==> src/rtl/tlq_map.vh <==
// Constants for the touch-to-light quick-start block: timing, detection and pin encodings.
// Assumes a 10 MHz system clock; included by rtl/tlq_quickstart.v and rtl/tlq_led_fade.v.
`ifndef TLQ_MAP_VH
`define TLQ_MAP_VH

// System clock period in nanoseconds.
`define TLQ_CLK_NS 100
// Longest time from reset to releasing the interrupt line, in milliseconds.
`define TLQ_STARTUP_MS 150
// Cycles for that time, rounded down so the release is never late.
`define TLQ_STARTUP_CYCLES ((`TLQ_STARTUP_MS * 1000000) / `TLQ_CLK_NS)
// Time between two fade steps, in nanoseconds.
`define TLQ_FADE_STEP_NS 2000000
// Cycles between two fade steps.
`define TLQ_FADE_STEP_CYCLES (`TLQ_FADE_STEP_NS / `TLQ_CLK_NS)

// Number of sense inputs and LED pins.
`define TLQ_NUM_CH 8
// Width of one tick count from the charge-to-tick front end.
`define TLQ_TICK_W 10
// Touch threshold and hysteresis in ticks.
`define TLQ_THRESHOLD 10'h0_200
`define TLQ_HYSTERESIS 10'h0_020
// First sense input of the slider and number of slider inputs.
`define TLQ_SLIDER_BASE 2
`define TLQ_SLIDER_LEN 6

// LED fade levels: full on and off.
`define TLQ_LEVEL_FULL 8'hFF
`define TLQ_LEVEL_OFF 8'h00
// Right shift that sets the logarithmic decay rate per fade step.
`define TLQ_FADE_SHIFT 3

// Default 7-bit host port address; the value is arbitrary.
`define TLQ_I2C_ADDR 7'h2_B

// Status byte field positions.
`define TLQ_ST_BTN0 0
`define TLQ_ST_BTN1 1
`define TLQ_ST_SLIDER 2
`define TLQ_ST_SLEEP 7

`endif

==> src/rtl/tlq_led_fade.v <==
// One LED driver: a 256-step PWM generator with instant turn-on and logarithmic fade-out.
// Assumes a synchronous active-high reset and a one-cycle fade step pulse on the same clock.
`timescale 1ns/1ps
`default_nettype none
`include "tlq_map.vh"

module tlq_led_fade (
    // Clock and reset.
    input wire i_clk,
    input wire i_rst,
    // Control.
    input wire i_on,
    input wire i_step,
    // LED drive.
    output reg o_pwm
);
    // Present intensity of the LED.
    reg [7:0] level;
    // Free-running PWM phase counter.
    reg [7:0] phase;
    // Amount removed on one fade step.
    wire [7:0] decay = level >> `TLQ_FADE_SHIFT;
    // Intensity after one fade step; small levels still fall by one so the LED goes dark.
    wire [7:0] next_level = (decay == 8'h00 && level != `TLQ_LEVEL_OFF) ?
        (level - 8'h01) : (level - decay);

    // Jumps to full at touch and decays by a fixed fraction each step after release.
    always @(posedge i_clk) begin
        if (i_rst) begin
            level <= `TLQ_LEVEL_OFF;
            phase <= 8'h00;
            o_pwm <= 1'b0;
        end else begin
            phase <= phase + 8'h01;
            if (i_on) begin
                level <= `TLQ_LEVEL_FULL; // [RULE2]
            end else if (i_step) begin
                level <= next_level; // [RULE3]
            end
            o_pwm <= (phase < level); // [RULE1]
        end
    end
endmodule // tlq_led_fade
`default_nettype wire

==> src/rtl/tlq_quickstart.v <==
// Quick-start touch controller core: touch detection, slider, LED drive and host status port.
// Assumes tick counts come from a front end on I_CLOCK; pins SCL, SDA and reset are asynchronous.
//
// Behaviour
// [RULE1] Two buttons, six-input slider, eight fading LEDs.
// [RULE2] Touch on input zero lights LED zero.
// [RULE3] Release of input zero fades LED logarithmically.
// [RULE4] LED one follows input one touch state.
// [RULE5] Inputs two to seven form slider showing position.
// [RULE6] Touch and fading run without any host.
// [RULE7] Front end gives tick counts rising with charge.
// [RULE8] Interrupt asserted whenever new status is pending.
// [RULE9] Each button reports only touched or released.
// [RULE10] Host port is slave; master clocks 400 kHz maximum.
// [RULE11] Interrupt released high within 150 ms after start.
// [RULE12] Sleep stops scanning; host port stays responsive.
// [RULE13] Interrupt is active low, open drain.
// [RULE14] Hardware reset pin is active low.
// [RULE15] Host status read clears the interrupt.
`timescale 1ns/1ps
`default_nettype none
`include "tlq_map.vh"

module tlq_quickstart #(
    parameter STARTUP_CYCLES = `TLQ_STARTUP_CYCLES,
    parameter FADE_STEP_CYCLES = `TLQ_FADE_STEP_CYCLES
) (
    // System clock and reset.
    input wire I_CLOCK,
    input wire I_SYS_RST,
    // Hardware reset pin, active low.
    input wire I_HW_RESET_N,
    // Sense front end: eight packed tick counts and a sample strobe.
    input wire [`TLQ_NUM_CH*`TLQ_TICK_W-1:0] I_SENSE_TICKS,
    input wire I_SENSE_VALID,
    // Sleep request level.
    input wire I_SLEEP,
    // Host port serial clock and data.
    input wire I_SCL,
    input wire I_SDA_IN,
    output wire O_SDA_OUT,
    output wire O_SDA_OE,
    // Interrupt line, open drain.
    output wire O_HOST_IRQ_N_OUT,
    output wire O_HOST_IRQ_N_OE,
    // LED pins.
    output wire [`TLQ_NUM_CH-1:0] O_LED_PIN
);
    // Host port states.
    localparam [2:0] ST_IDLE = 3'd0;
    localparam [2:0] ST_ADDR = 3'd1;
    localparam [2:0] ST_AACK = 3'd2;
    localparam [2:0] ST_READ = 3'd3;
    localparam [2:0] ST_RACK = 3'd4;
    localparam [2:0] ST_WRITE = 3'd5;
    localparam [2:0] ST_WACK = 3'd6;

    // Two-stage synchronisers for the reset, SCL and SDA pins.
    reg rst_n_s1, rst_n_s2;
    reg scl_s1, scl_s2, scl_d;
    reg sda_s1, sda_s2, sda_d;
    // Internal reset combines the system reset and the pin.
    wire rst = I_SYS_RST | ~rst_n_s2;

    // Pin synchronisers; only the second stage is read by logic.
    always @(posedge I_CLOCK) begin
        if (I_SYS_RST) begin
            rst_n_s1 <= 1'b0;
            rst_n_s2 <= 1'b0;
        end else begin
            rst_n_s1 <= I_HW_RESET_N; // [RULE14]
            rst_n_s2 <= rst_n_s1;
        end
    end

    // Serial pins idle high, so they reset to one.
    always @(posedge I_CLOCK) begin
        if (rst) begin
            scl_s1 <= 1'b1;
            scl_s2 <= 1'b1;
            scl_d <= 1'b1;
            sda_s1 <= 1'b1;
            sda_s2 <= 1'b1;
            sda_d <= 1'b1;
        end else begin
            scl_s1 <= I_SCL;
            scl_s2 <= scl_s1;
            scl_d <= scl_s2;
            sda_s1 <= I_SDA_IN;
            sda_s2 <= sda_s1;
            sda_d <= sda_s2;
        end
    end

    // Bus events seen on the synchronised lines.
    wire scl_rise = scl_s2 & ~scl_d;
    wire scl_fall = ~scl_s2 & scl_d;
    wire bus_start = scl_s2 & scl_d & sda_d & ~sda_s2;
    wire bus_stop = scl_s2 & scl_d & ~sda_d & sda_s2;

    // Start-up counter and done flag.
    reg [23:0] start_cnt;
    reg start_done;

    // Holds the interrupt line low until start-up time has passed.
    always @(posedge I_CLOCK) begin
        if (rst) begin
            start_cnt <= 24'h00_0000;
            start_done <= 1'b0;
        end else if (!start_done) begin
            if (start_cnt == STARTUP_CYCLES[23:0] - 24'h00_0001) begin
                start_done <= 1'b1; // [RULE11]
            end
            start_cnt <= start_cnt + 24'h00_0001;
        end
    end

    // Touch state per input.
    reg [`TLQ_NUM_CH-1:0] touched;
    // A new sample is processed only outside sleep.
    wire scan = I_SENSE_VALID & ~I_SLEEP; // [RULE12]

    // Touch state that each input takes from the sample now present.
    wire [`TLQ_NUM_CH-1:0] next_touched;

    // Per-input detection with hysteresis around the threshold.
    genvar g;
    generate
        for (g = 0; g < `TLQ_NUM_CH; g = g + 1) begin : g_det
            wire [`TLQ_TICK_W-1:0] ticks = I_SENSE_TICKS[g*`TLQ_TICK_W +: `TLQ_TICK_W]; // [RULE7]
            // Touch at threshold plus hysteresis, release below threshold minus it, else hold.
            assign next_touched[g] = (ticks >= `TLQ_THRESHOLD + `TLQ_HYSTERESIS) |
                (touched[g] & ~(ticks < `TLQ_THRESHOLD - `TLQ_HYSTERESIS)); // [RULE9]
        end
    endgenerate

    // Takes the new touch state of all inputs on every accepted scan.
    always @(posedge I_CLOCK) begin
        if (rst) begin
            touched <= {`TLQ_NUM_CH{1'b0}};
        end else if (scan) begin
            touched <= next_touched;
        end
    end

    // Slider: index of the strongest touched slider input.
    reg [2:0] best_idx;
    reg [`TLQ_TICK_W-1:0] best_ticks;
    integer k;

    // Finds the slider input with the largest tick count among those touched.
    always @* begin
        best_idx = 3'd0;
        best_ticks = {`TLQ_TICK_W{1'b0}};
        for (k = 0; k < `TLQ_SLIDER_LEN; k = k + 1) begin
            if (next_touched[`TLQ_SLIDER_BASE + k] &&
                I_SENSE_TICKS[(`TLQ_SLIDER_BASE + k)*`TLQ_TICK_W +: `TLQ_TICK_W] > best_ticks) begin
                best_ticks = I_SENSE_TICKS[(`TLQ_SLIDER_BASE + k)*`TLQ_TICK_W +: `TLQ_TICK_W];
                best_idx = k[2:0];
            end
        end
    end

    // Slider finger present and its registered position.
    wire slider_on = |touched[`TLQ_SLIDER_BASE +: `TLQ_SLIDER_LEN];
    // Finger on the slider in the sample now present.
    wire next_slider_on = |next_touched[`TLQ_SLIDER_BASE +: `TLQ_SLIDER_LEN];
    reg [2:0] slider_pos;

    // Captures the position from the same scan that sets the touch, so it never lags a scan.
    always @(posedge I_CLOCK) begin
        if (rst) begin
            slider_pos <= 3'd0;
        end else if (scan && next_slider_on) begin
            slider_pos <= best_idx; // [RULE5]
        end
    end

    // LED commands: buttons follow their inputs, slider lights the position LED.
    wire [`TLQ_NUM_CH-1:0] led_on;
    assign led_on[0] = touched[0]; // [RULE2]
    assign led_on[1] = touched[1]; // [RULE4]
    generate
        for (g = 0; g < `TLQ_SLIDER_LEN; g = g + 1) begin : g_sld
            assign led_on[`TLQ_SLIDER_BASE + g] = slider_on && (slider_pos == g); // [RULE5]
        end
    endgenerate

    // Fade step prescaler shared by all LEDs.
    reg [23:0] fade_cnt;
    reg fade_step;

    // Emits one step pulse every fade interval, independent of the host.
    always @(posedge I_CLOCK) begin
        if (rst) begin
            fade_cnt <= 24'h00_0000;
            fade_step <= 1'b0;
        end else if (fade_cnt == FADE_STEP_CYCLES[23:0] - 24'h00_0001) begin
            fade_cnt <= 24'h00_0000;
            fade_step <= 1'b1; // [RULE6]
        end else begin
            fade_cnt <= fade_cnt + 24'h00_0001;
            fade_step <= 1'b0;
        end
    end

    // Eight independent PWM fade generators.
    generate
        for (g = 0; g < `TLQ_NUM_CH; g = g + 1) begin : g_led
            tlq_led_fade u_fade (
                .i_clk(I_CLOCK),
                .i_rst(rst),
                .i_on(led_on[g]),
                .i_step(fade_step),
                .o_pwm(O_LED_PIN[g])
            ); // [RULE1]
        end
    endgenerate

    // Status byte and change detection.
    wire [7:0] status = {I_SLEEP, 4'h0, slider_on, touched[1], touched[0]};
    reg [7:0] status_last;
    reg [2:0] pos_last;
    wire news = (status != status_last) || (slider_on && slider_pos != pos_last);

    // Host port state.
    reg [2:0] state;
    reg [3:0] bitcnt;
    reg [7:0] shreg;
    reg [7:0] txreg;
    reg rw_read;
    reg byte_idx;
    reg sda_drive;
    reg pending;
    // First status byte fully sent: the read that clears the interrupt.
    wire status_read = (state == ST_READ) && scl_fall && (bitcnt == 4'd7) && !byte_idx;

    // Pending flag; a new event in the clearing cycle wins.
    always @(posedge I_CLOCK) begin
        if (rst) begin
            pending <= 1'b0;
            status_last <= 8'h00;
            pos_last <= 3'd0;
        end else begin
            status_last <= status;
            pos_last <= slider_pos;
            if (news) begin
                pending <= 1'b1; // [RULE8]
            end else if (status_read) begin
                pending <= 1'b0; // [RULE15]
            end
        end
    end

    // Host port slave: sample on SCL rise, change SDA on SCL fall.
    always @(posedge I_CLOCK) begin
        if (rst) begin
            state <= ST_IDLE;
            bitcnt <= 4'd0;
            shreg <= 8'h00;
            txreg <= 8'h00;
            rw_read <= 1'b0;
            byte_idx <= 1'b0;
            sda_drive <= 1'b0;
        end else if (bus_start) begin
            state <= ST_ADDR; // [RULE10]
            bitcnt <= 4'd0;
            sda_drive <= 1'b0;
        end else if (bus_stop) begin
            state <= ST_IDLE;
            sda_drive <= 1'b0;
        end else begin
            case (state)
                ST_ADDR, ST_WRITE: begin
                    // Shift in eight bits, then acknowledge data or a matching address on the following fall.
                    if (scl_rise) begin
                        shreg <= {shreg[6:0], sda_s2};
                        bitcnt <= bitcnt + 4'd1;
                    end else if (scl_fall && bitcnt == 4'd8) begin
                        bitcnt <= 4'd0;
                        if (state == ST_WRITE) begin
                            sda_drive <= 1'b1;
                            state <= ST_WACK;
                        end else if (shreg[7:1] == `TLQ_I2C_ADDR) begin
                            sda_drive <= 1'b1;
                            rw_read <= shreg[0];
                            byte_idx <= 1'b0;
                            state <= ST_AACK;
                        end else begin
                            state <= ST_IDLE;
                        end
                    end
                end
                ST_AACK, ST_WACK: begin
                    // Release the acknowledge, or present the first read bit.
                    if (scl_fall) begin
                        if (state == ST_AACK && rw_read) begin
                            txreg <= status;
                            sda_drive <= ~status[7];
                            state <= ST_READ;
                        end else begin
                            sda_drive <= 1'b0;
                            state <= ST_WRITE;
                        end
                    end
                end
                ST_READ: begin
                    // Shift out the byte most significant bit first.
                    if (scl_fall) begin
                        if (bitcnt == 4'd7) begin
                            bitcnt <= 4'd0;
                            sda_drive <= 1'b0;
                            state <= ST_RACK;
                        end else begin
                            bitcnt <= bitcnt + 4'd1;
                            txreg <= {txreg[6:0], 1'b0};
                            sda_drive <= ~txreg[6];
                        end
                    end
                end
                ST_RACK: begin
                    // Master acknowledge continues with the next byte; no acknowledge ends.
                    if (scl_rise && sda_s2) begin
                        state <= ST_IDLE;
                    end else if (scl_fall) begin
                        byte_idx <= ~byte_idx;
                        txreg <= byte_idx ? status : {5'h00, slider_pos};
                        sda_drive <= byte_idx ? ~status[7] : 1'b1;
                        state <= ST_READ;
                    end
                end
                default: begin
                    sda_drive <= 1'b0;
                end
            endcase
        end
    end

    // Open-drain outputs only ever pull low.
    assign O_SDA_OUT = 1'b0;
    assign O_SDA_OE = sda_drive;
    assign O_HOST_IRQ_N_OUT = 1'b0; // [RULE13]
    assign O_HOST_IRQ_N_OE = ~start_done | pending; // [RULE11]
endmodule // tlq_quickstart
`default_nettype wire

==> config.mk <==
export PLATFORM = sky130hd
export DESIGN_NAME = tlq_quickstart
export DESIGN_NICKNAME = d
export VERILOG_FILES = /design/src/rtl/tlq_led_fade.v /design/src/rtl/tlq_quickstart.v
export VERILOG_INCLUDE_DIRS = /design/src /design/src/rtl
export SDC_FILE = /design/constraint.sdc
export NUM_CORES = 1
export LEC_CHECK = 0
export BUFFER_PORTS_ARGS = -buffer_cell sky130_fd_sc_hd__buf_2
export CAP_MARGIN = 20
export CORE_UTILIZATION = 30
export CTS_CLUSTER_DIAMETER = 50
export DETAILED_ROUTE_END_ITERATION = 10
export MAX_ROUTING_LAYER = met4
export PLACE_DENSITY = 0.52
export SLEW_MARGIN = 30
export SYNTH_ARGS = -nofsm -noshare
export SYNTH_HDL_FRONTEND = slang
export SYNTH_SLANG_ARGS = --single-unit
==> constraint.sdc <==
create_clock -name I_CLOCK -period 25.6 [get_ports I_CLOCK]
set_clock_uncertainty 0.2 [all_clocks]
set_input_delay 3.84 -clock I_CLOCK [delete_from_list [all_inputs] [get_ports I_CLOCK]]
set_output_delay 3.84 -clock I_CLOCK [all_outputs]
set_load 0.02 [all_outputs]
==> metrics, run 1 <==
Synth area leaders=dfxtp_1 33%, ha_1 14%, nor2_1 5.6%, o21ai_0 5.0%, a21oi_1 4.4%; pre-CTS WS=10090 ps; Hold Path Class=reg2reg; sequential area share after synthesis=33.0%; crit path max fanout=20; Layout area overhead=15.1%; first-pass GRT wire length=55.0 mm; vias in the first global route=11600; Total Power=approximately 0.95 mW; Post-DP HPWL=between 20 and 25 mm; Clk pin slew, worst setup/hold paths=~50 ps; Core Util, Final=34.9%; Critical Path Max Stage Delay=around 550 ps; DR pass1 iterations=4; fin crit share=58.1%; WS Path Type=in2reg; Post-Layout Cell Count=2473; startpoint class of the critical path=primary input; Die Ht=221 um; final hold slack=211 ps; Die ar.=49000 um2; total routed wirelength=31.2 mm; cell accounting for the most synthesized area=dfxtp_1; DRC viols=0; setup TNS=0 ps; Syn. warnings=0; IO Pins=99; hold bufs inserted after CTS=0; final hold violations=0; Synth Cell Area=14400 um2; Final Worst Setup Slack=10720 ps; Slew @ Worst Pin=slightly above 900 ps; Critical Path End Type=flip-flop; fraction of layout cells with a size suffix above 1=9.63%; CTS tree=done; drt wl/cell=around 13 um; initial antenna violation count=0; # setup viols final=0; power per cell area=~57 nW/um2; global route overflow=0; GRT Total Usage=13.4%; CTS HTree Levels=2; post-layout instance area=16600 um2; Num CTS Buffers=36; flops & latches, synth=238; CP Data Arrival Time=15110 ps; syn_area_per_cell=8.14 um2; FFs w/ async S/R, synth=0%; Final ANT Viol Nets=0; number of inserted diodes=0; status=complete, no violations; worst vdd ir=between 0.03 and 0.04 mV; Longest Clk Path Bufs=3; via count=roughly 12000; prevailing post-synth register cell=dfxtp_1; CP max-delay cell=nor2_2; CP required=25830 ps; number of vias per cell=4.79; Synth cell types=67; Clk Latency, worst-skew pair=510 ps; most frequent CP cell=o21a_1; Post-synth EDFFs=0; max-slew violations=0; cell area after placement=15400 um2; total of max-cap violations=0; post-cts resize count=0; Mapped Cells=1775; Chip Width=221 um; crit path time final=14880 ps; slew margin rel.=38.2%; largest net degree at the start of global routing=between 80 and 90; clk sinks=238; Achievable Freq=0.0672 GHz; Nets=2091; initial drt markers=531; r2r setup slk=14120 ps; initial core utilization=30.3%; area share of the largest cell type after synthesis=between 30% and 40%; num rows=80; Cells after DPL=2411; RSZ-0062 raised after global routing=no; Clk Tree Root Cell=clkbuf_16; Port Buffer Count=86; GPL Wtd Cong=approximately 0.83; area of the core=approximately 48000 um2; post-CTS setup buffer count=0; LEAKAGE=between 6 and 7 nW
[per-layer routing]
| layer | global-route usage (%) | up-vias | share of wire [%] |
|---|---|---|---|
| li1 | - | 6234 | - |
| met1 | 16.9 | 5418 | 49 |
| met2 | 22.3 | 152 | 46 |
| met3 | 2.44 | 44 | 3.9 |
| met4 | 3.25 | 0 | 1.7 |
| met5 | - | - | 0 |
[Yosys cell counts, types with 14 or more instances]
cell type  number
mux2i_1        17
nor2b_1        42
a211oi_1       15
and3_1         23
nand3_1        66
ha_1          160
and2_1         25
nor3_1         33
or3_1          15
o21ai_0       144
a21oi_1       127
nor2_1        215
clkbuf_1       59
inv_1         146
xnor2_1        61
nand4_1        30
nand3b_1       14
nand2_1        96
nand2b_1       44
dfxtp_1       238
xor2_1         65
[report_power, final]
part           switching, mW  internal (mW)  total (mW)  leakage, nW
Sequential          0.000895          0.372       0.373         1.92
Combinational         0.0489         0.0392      0.0881         3.63
Clock                  0.178          0.310       0.488        0.581
Total                  0.228          0.720       0.948         6.13
[critical path: cells and delay by family]
kind	cells	cell delay [ps]
mux	2	430
fa+ha+maj	5	1300
compound gates	29	5960
buf+inv	6	980
simple gates	13	2600
[kinds of logic after synthesis]
kind of cell | synth area share [%]
compound gates | 14.9
xor+xnor | 7.64
fa+ha+maj | 15.0
buf+inv | 6.02
flops | 33.0
mux | 1.80
other cells | 0.0260
simple gates | 21.7
[sequential cells by signal (all words and copies together) (netlist names), 3 cells and up]
name                flops
g_led.u_fade.level     64
g_led.u_fade.phase     64
fade_cnt               24
start_cnt              24
g_led.u_fade.o_pwm      8
shreg                   8
touched                 8
txreg                   7
bitcnt                  4
status_last             4
pos_last                3
slider_pos              3
state                   3
[final timing paths]
kind,start,endpoint,cells after the start
min reg2reg,scl_s1$_SDFF_PP1_,scl_s2$_SDFF_PP1_,1
max,I_SENSE_TICKS[28],slider_pos[1]$_SDFFE_PP0P_,55
max reg2reg,touched[2]$_SDFFE_PP0P_,slider_pos[1]$_SDFFE_PP0P_,53
min,scl_s1$_SDFF_PP1_,scl_s2$_SDFF_PP1_,1
[final cells by class]
type                            count  area [um2]
Clock buffer                       44        1000
Clock inverter                     16         191
Fill cell                        4983       31000
Inverter                          146         548
Multi-Input combinational cell   1319        8850
Sequential cell                   238        4770
Tap cell                          615         769
Timing Repair Buffer               95         502
[cell usage in the layout, fill, tap and decap left out, types with 5 or more instances in the layout]
cell	count
dfxtp_1	237
nor2_1	214
ha_1	160
inv_1	146
o21ai_0	144
a21oi_1	127
nand2_1	96
buf_2	86
nand3_1	66
xor2_1	65
xnor2_1	61
nand2b_1	43
nor2b_1	41
clkbuf_16	37
nor3_1	33
nand4_1	30
and2_1	25
and3_1	23
mux2i_1	17
a211oi_1	15
or3_1	15
nand3b_1	14
a21o_1	10
nor4_1	9
mux2_2	8
a21boi_0	8
fa_1	8
o21a_1	7
buf_4	7
a22oi_1	6
a2111oi_0	6
a41o_1	5
or4_1	5
clkbuf_8	5
Power figures use the tool's default switching activity.
==> run 2, diff against run 1 <==
Clock period 25.6 ns to 15.1 ns, I/O delays scaled along.
==> run 2 against run 1 <==
  * First-iteration DRC count shrank 15%
  * Hold slack gained 3.2 ps
  * Clock power grew 71%
  * Final area grew 0.17%
  * Sequential power grew 69%
  * Power grew 70%
  * Largest power group unchanged
==> metrics, run 2 (synthesis gave the netlist of run 1 again) <==
CP Data Arrival Time=13460 ps (-1650 ps); WP buf/inv=6 (unchanged); Switching Power=0.390 mW (+71%); fin crit share=87.5%; Worst path top cell family by delay=compound AO/OA/AOI/OAI gates; post-CTS setup buffer count=0 (unchanged); Critical Path Max Stage Delay=560 ps (about the same); largest net degree at the start of global routing=85 (unchanged); Final ANT Viol Nets=0 (unchanged); fraction of layout cells with a size suffix above 1=9.67% (+0.038 points); hold bufs inserted after CTS=0 (unchanged); Critical Path End Type=flip-flop; GRT Total Usage=13.2% (-0.26 points); DR pass1 iterations=5 (+1); number of vias per cell=4.75 (-0.81%); total routed wirelength=30.6 mm (-1.9%); Chip Width=221 um (unchanged); drt wl/cell=12.3 um (-2.1%); first-pass GRT wire length=53.8 mm (-2.2%); post-layout instance area=16700 um2 (+0.17%); Die ar.=49000 um2 (unchanged); Clk Latency, worst-skew pair=530 ps (+20 ps); RSZ-0062 raised after global routing=no; WS Path Type=in2reg; Layout area overhead=15.3%; DRC viols=0 (unchanged); vias in the first global route=11700 (+0.094%); Hold Path Stages=1 (unchanged); via count=11800 (-0.65%); initial core utilization=30.3% (unchanged); IO Pins=99 (unchanged); final hold violations=0 (unchanged); leading registers by flop count=g_led.u_fade.level (64), g_led.u_fade.phase (64); # setup viols final=0 (unchanged); R2R depth=54 (+1.9%); crit path max fanout=20 (unchanged); Final Worst Setup Slack=1890 ps (-8840 ps); CTS HTree Levels=2 (unchanged); Longest Clk Path Bufs=3 (unchanged); global route overflow=0 (unchanged); num rows=80 (unchanged); Achievable Freq=0.0757 GHz; Slew @ Worst Pin=926 ps (-1.36 ps); most frequent CP cell=o21a_1; Die Ht=221 um (unchanged); power per cell area=96.9 nW/um2 (+70%); sequential share of power=39.1% (-0.2 points); CP required=15350 ps (-10480 ps); internal power=1.22 mW (+70%); status=complete, no violations; clk sinks=238 (unchanged); number of cells on the critical path=56 (+1.8%); setup TNS=0 ps (unchanged); Clk Tree Root Cell=clkbuf_16; Hold Path Class=reg2reg; crit path time final=13210 ps; Clk pin slew, worst setup/hold paths=50 ps (about the same); commonest cells after routing, fill and taps aside=237 x dfxtp_1, 214 x nor2_1, 160 x ha_1; GPL Wtd Cong=0.836 (+0.23%); cell area after placement=15400 um2 (unchanged); max-slew violations=0 (unchanged); Post-DP HPWL=22.1 mm (-1.5%); Num CTS Buffers=36 (unchanged); pre-CTS WS=1320 ps (-8760 ps); initial drt markers=452 (-15%); initial antenna violation count=0 (unchanged); logic gate share of total power=9.2% (about the same); most common cell after layout, fill and taps aside=dfxtp_1; Switching Fraction=24.2% (+0.12 points); total of max-cap violations=0 (unchanged); worst vdd ir=0.0555 mV (+70%); Cells after DPL=2411 (unchanged); Post-Layout Cell Count=2477 (+0.16%); Port Buffer Count=86 (unchanged); Clk pwr share=51.7% (+0.3 points); Nets=2092 (+0.048%); area of the core=47600 um2 (unchanged); slew margin rel.=38.1% (-0.040 points); post-cts resize count=0 (unchanged); CTS tree=done; CP max-delay cell=nor2_2; startpoint class of the critical path=primary input; LEAKAGE=6.15 nW (+0.36%)
## run 2: cell count changes in the layout (fill, tap and decap cells not counted), sizes merged
cell and delta:
clkinv -1, buf +1, clkinvlp -2, inv +3
diode +1, clkbuf +2
## run 2: cell type report
type                            count  area [um2]
Fill cell                        4973       31000
Clock inverter                     16         190
Clock buffer                       46        1010
Tap cell                          615         769
Inverter                          146         548
Timing Repair Buffer               96         522
Multi-Input combinational cell   1319        8850
Antenna cell                        1        2.50
Sequential cell                   238        4770
## run 2: path summary, 6_finish.rpt
path	slack [ps]	end	start
worst max-delay path	1890	slider_pos[1]$_SDFFE_PP0P_	I_SENSE_TICKS[28]
worst min-delay path	210	sda_s2$_SDFF_PP1_	sda_s1$_SDFF_PP1_
worst max register to register	3690	slider_pos[1]$_SDFFE_PP0P_	touched[2]$_SDFFE_PP0P_
worst min register to register	210	sda_s2$_SDFF_PP1_	sda_s1$_SDFF_PP1_
## run 2: metal layers
| metal | global-route usage [%] | up-vias | wire length [um] |
|---|---|---|---|
| li1 | - | 6223 | - |
| met2 | 21.6 | 139 | 13800 |
| met5 | - | - | 0 |
| met1 | 16.2 | 5359 | 15000 |
| met4 | 3.56 | 0 | 563 |
| met3 | 3.01 | 50 | 1190 |
## run 2: metrics by stage
| stage | total power [mW] | hold WS (ps) | utilization [%] |
|---|---|---|---|
| after detailed placement | 0.793 | 198 | 32.4 |
| after global placement | 0.791 | 196 | 32.4 |
| after floorplan | 0.752 | 186 | - |
| after CTS | 1.65 | 213 | 34.9 |
| after global routing | 1.69 | 234 | 35.0 |
| final | 1.61 | 215 | 35.0 |
## run 2: power groups by stage
stage               clock network (mW)  registers (mW)  logic [mW]
detailed placement                   0           0.645       0.149
CTS                              0.864           0.631       0.150
floorplan                            0           0.644       0.107
global route                     0.892           0.631       0.171
finish                           0.834           0.632       0.149
global placement                     0           0.645       0.146
==> run 3, diff against run 2 <==
--- a/config.mk
+++ b/config.mk
@@ -9,9 +9,9 @@
 export BUFFER_PORTS_ARGS = -buffer_cell sky130_fd_sc_hd__buf_2
 export CAP_MARGIN = 20
-export CORE_UTILIZATION = 30
+export CORE_UTILIZATION = 54
 export CTS_CLUSTER_DIAMETER = 50
 export DETAILED_ROUTE_END_ITERATION = 10
 export MAX_ROUTING_LAYER = met4
-export PLACE_DENSITY = 0.52
+export PLACE_DENSITY = 0.79
 export SLEW_MARGIN = 30
 export SYNTH_ARGS = -nofsm -noshare
--- a/constraint.sdc
+++ b/constraint.sdc
@@ -3,3 +3,3 @@
 set_input_delay 2.265 -clock I_CLOCK [delete_from_list [all_inputs] [get_ports I_CLOCK]]
 set_output_delay 2.265 -clock I_CLOCK [all_outputs]
-set_load 0.02 [all_outputs]
+set_load 0.005 [all_outputs]
==> run 3 against run 2 <==
  * The flow now finishes with violations (design-rule violations)
  * Register-to-register slack better by 120 ps
  * Critical path depth is the same
  * Worst setup slack improved by 82 ps
  * Die area down 44%
  * Global-route usage up 9.2 points
  * Power down 11%
  * Sequential share of layout area up 1.2 points
  * Via count grew 3.0%
  * Critical path type unchanged
  * Final area shrank 4.1%
  * Hold slack got worse by 0.64 ps
  * Clock power down 22%
==> metrics, run 3 (synthesis gave the netlist of run 1 again) <==
final hold violations=0 (unchanged); Achievable Freq=0.0761 GHz (+0.62%); Port Buffer Count=86 (unchanged); Hold Path Class=reg2reg; failing checks=design-rule violations; top layer reached by signal wires=met4; LEAKAGE=5.98 nW (-2.7%); status=finished with violations; # setup viols final=0 (unchanged); crit path time final=13130 ps (-81.6 ps); GRT Total Usage=22.4% (+9.2 points); most frequent CP cell=o21a_1; R2R depth=54 (unchanged); Die Ht=166 um (-25%); DR pass1 iterations=8 (+3); CTS HTree Levels=1 (-1); crit path max fanout=20 (unchanged); Chip Width=166 um (-25%); Hold Path Stages=1 (unchanged); WL met3=1.19 mm (unchanged); initial core utilization=55.3% (+25 points); global route overflow=0 (unchanged); Core Util, Final=61.1% (+26 points); hold bufs inserted after CTS=0 (unchanged); Num CTS Buffers=28 (-22%); IO Pins=99 (unchanged); Final ANT Viol Nets=0 (unchanged); clk sinks=238 (unchanged); num rows=59 (-26%); largest net degree at the start of global routing=86 (+1.2%); Clk Latency, worst-skew pair=550 ps (+20 ps); most common cell after layout, fill and taps aside=dfxtp_1; Clk Tree Root Cell=clkbuf_16; total of max-cap violations=0 (unchanged); initial drt markers=560 (+24%); area of the core=26100 um2 (-45%); commonest cells after routing, fill and taps aside=237 x dfxtp_1, 214 x nor2_1, 160 x ha_1; fraction of layout cells with a size suffix above 1=8.83% (-0.84 points); power per cell area=89.7 nW/um2 (-7.5%); Nets=2081 (-0.53%); initial antenna violation count=1 (+1); Longest Clk Path Bufs=3 (unchanged); number of vias per cell=5.56 (+17%); Critical Path Max Stage Delay=590 ps (+30 ps); CP max-delay cell=nor2_2; CTS tree=done; Total Power=1.43 mW (-11%); CP Data Arrival Time=13400 ps (-60 ps); post-cts resize count=0 (unchanged); max-slew violations=0 (unchanged); leading registers by flop count=g_led.u_fade.level (64), g_led.u_fade.phase (64); Critical Path End Type=flip-flop; Slew @ Worst Pin=922 ps (-4.37 ps); CP required=15360 ps (about the same); post-CTS setup buffer count=0 (unchanged); DRC viols=4 (+4); Layout area overhead=10.6%; total routed wirelength=29.0 mm (-5.1%); WL met2=14.2 mm (+3.0%); fin crit share=87.0% (-0.54 points); first-pass GRT wire length=50.5 mm (-6.1%); Post-DP HPWL=20.7 mm (-6.3%); GPL Wtd Cong=0.867 (+3.6%); RSZ-0062 raised after global routing=no; setup TNS=0 ps (unchanged); via count=12100 (+3.0%); worst vdd ir=0.0710 mV (+28%); Clk pin slew, worst setup/hold paths=60 ps (about the same); slew margin rel.=38.6% (+0.42 points); wl on met1=13.0 mm (-13%); Die ar.=27400 um2 (-44%); WS Path Type=in2reg; drt wl/cell=13.3 um (+7.7%); # fillers=2351 (-53%); vias in the first global route=11700 (+0.64%); startpoint class of the critical path=primary input
==> run 3: cell types whose count changed in the layout (fill, tap and decap cells not counted), moves of 2 or more <==
cell,previous run,this run
clkbuf_1,4,7
clkbuf_16,37,28
clkbuf_8,5,2
clkinv_2,4,6
inv_6,6,0
nor2b_2,0,2
==> run 3: metrics by stage <==
step	cell area (um2)	setup WS, ps	instances	hold WS [ps]
6_report	16000	1970	2182	214
5_1_grt	16000	1070	2182	240
4_1_cts	16000	2010	2181	217
3_5_place_dp	15100	1520	2131	205
3_3_place_gp	15100	1470	2130	196
2_1_floorplan	14500	2030	1776	186
==> run 3: power by group <==
part | switching, mW | internal [mW] | total (mW) | leakage, nW
Sequential | 0.00149 | 0.630 | 0.631 | 1.92
Clock | 0.266 | 0.386 | 0.652 | 0.437
Combinational | 0.0823 | 0.0668 | 0.149 | 3.63
Total | 0.350 | 1.08 | 1.43 | 5.98
==> run 3: path summary, 6_finish.rpt <==
check             slack [ps]                    start                         end
setup / recovery        1970        I_SENSE_TICKS[28]  slider_pos[1]$_SDFFE_PP0P_
hold / removal           210        scl_s1$_SDFF_PP1_           scl_s2$_SDFF_PP1_
setup reg to reg        3810  touched[2]$_SDFFE_PP0P_  slider_pos[1]$_SDFFE_PP0P_
hold reg to reg          210        scl_s1$_SDFF_PP1_           scl_s2$_SDFF_PP1_
==> run 3: area by class of cell <==
class,instances,area [um2],share of cell area (%)
clock buffer,37,754,4.72
tap,335,419,2.62
clock inverter,13,141,0.885
sequential,238,4770,29.8
multi-input combinational,1319,8850,55.4
timing repair buffer,93,495,3.10
inverter,146,548,3.43
antenna,1,2.50,0.0157
==> run 3: worst max-delay path, delay by kind of cell <==
family / cells / cell delay [ps]
simple gates: 17 / 3750
buf+inv: 6 / 870
fa+ha+maj: 5 / 1350
mux: 2 / 430
compound gates: 26 / 4730
==> run 3: metal layers <==
layer / GRT usage (%) / vias to the layer above
met1: 26.3 / 5684
met2: 39.3 / 191
met4: 6.61 / 0
met3: 3.22 / 56
li1: - / 6192
met5: - / -
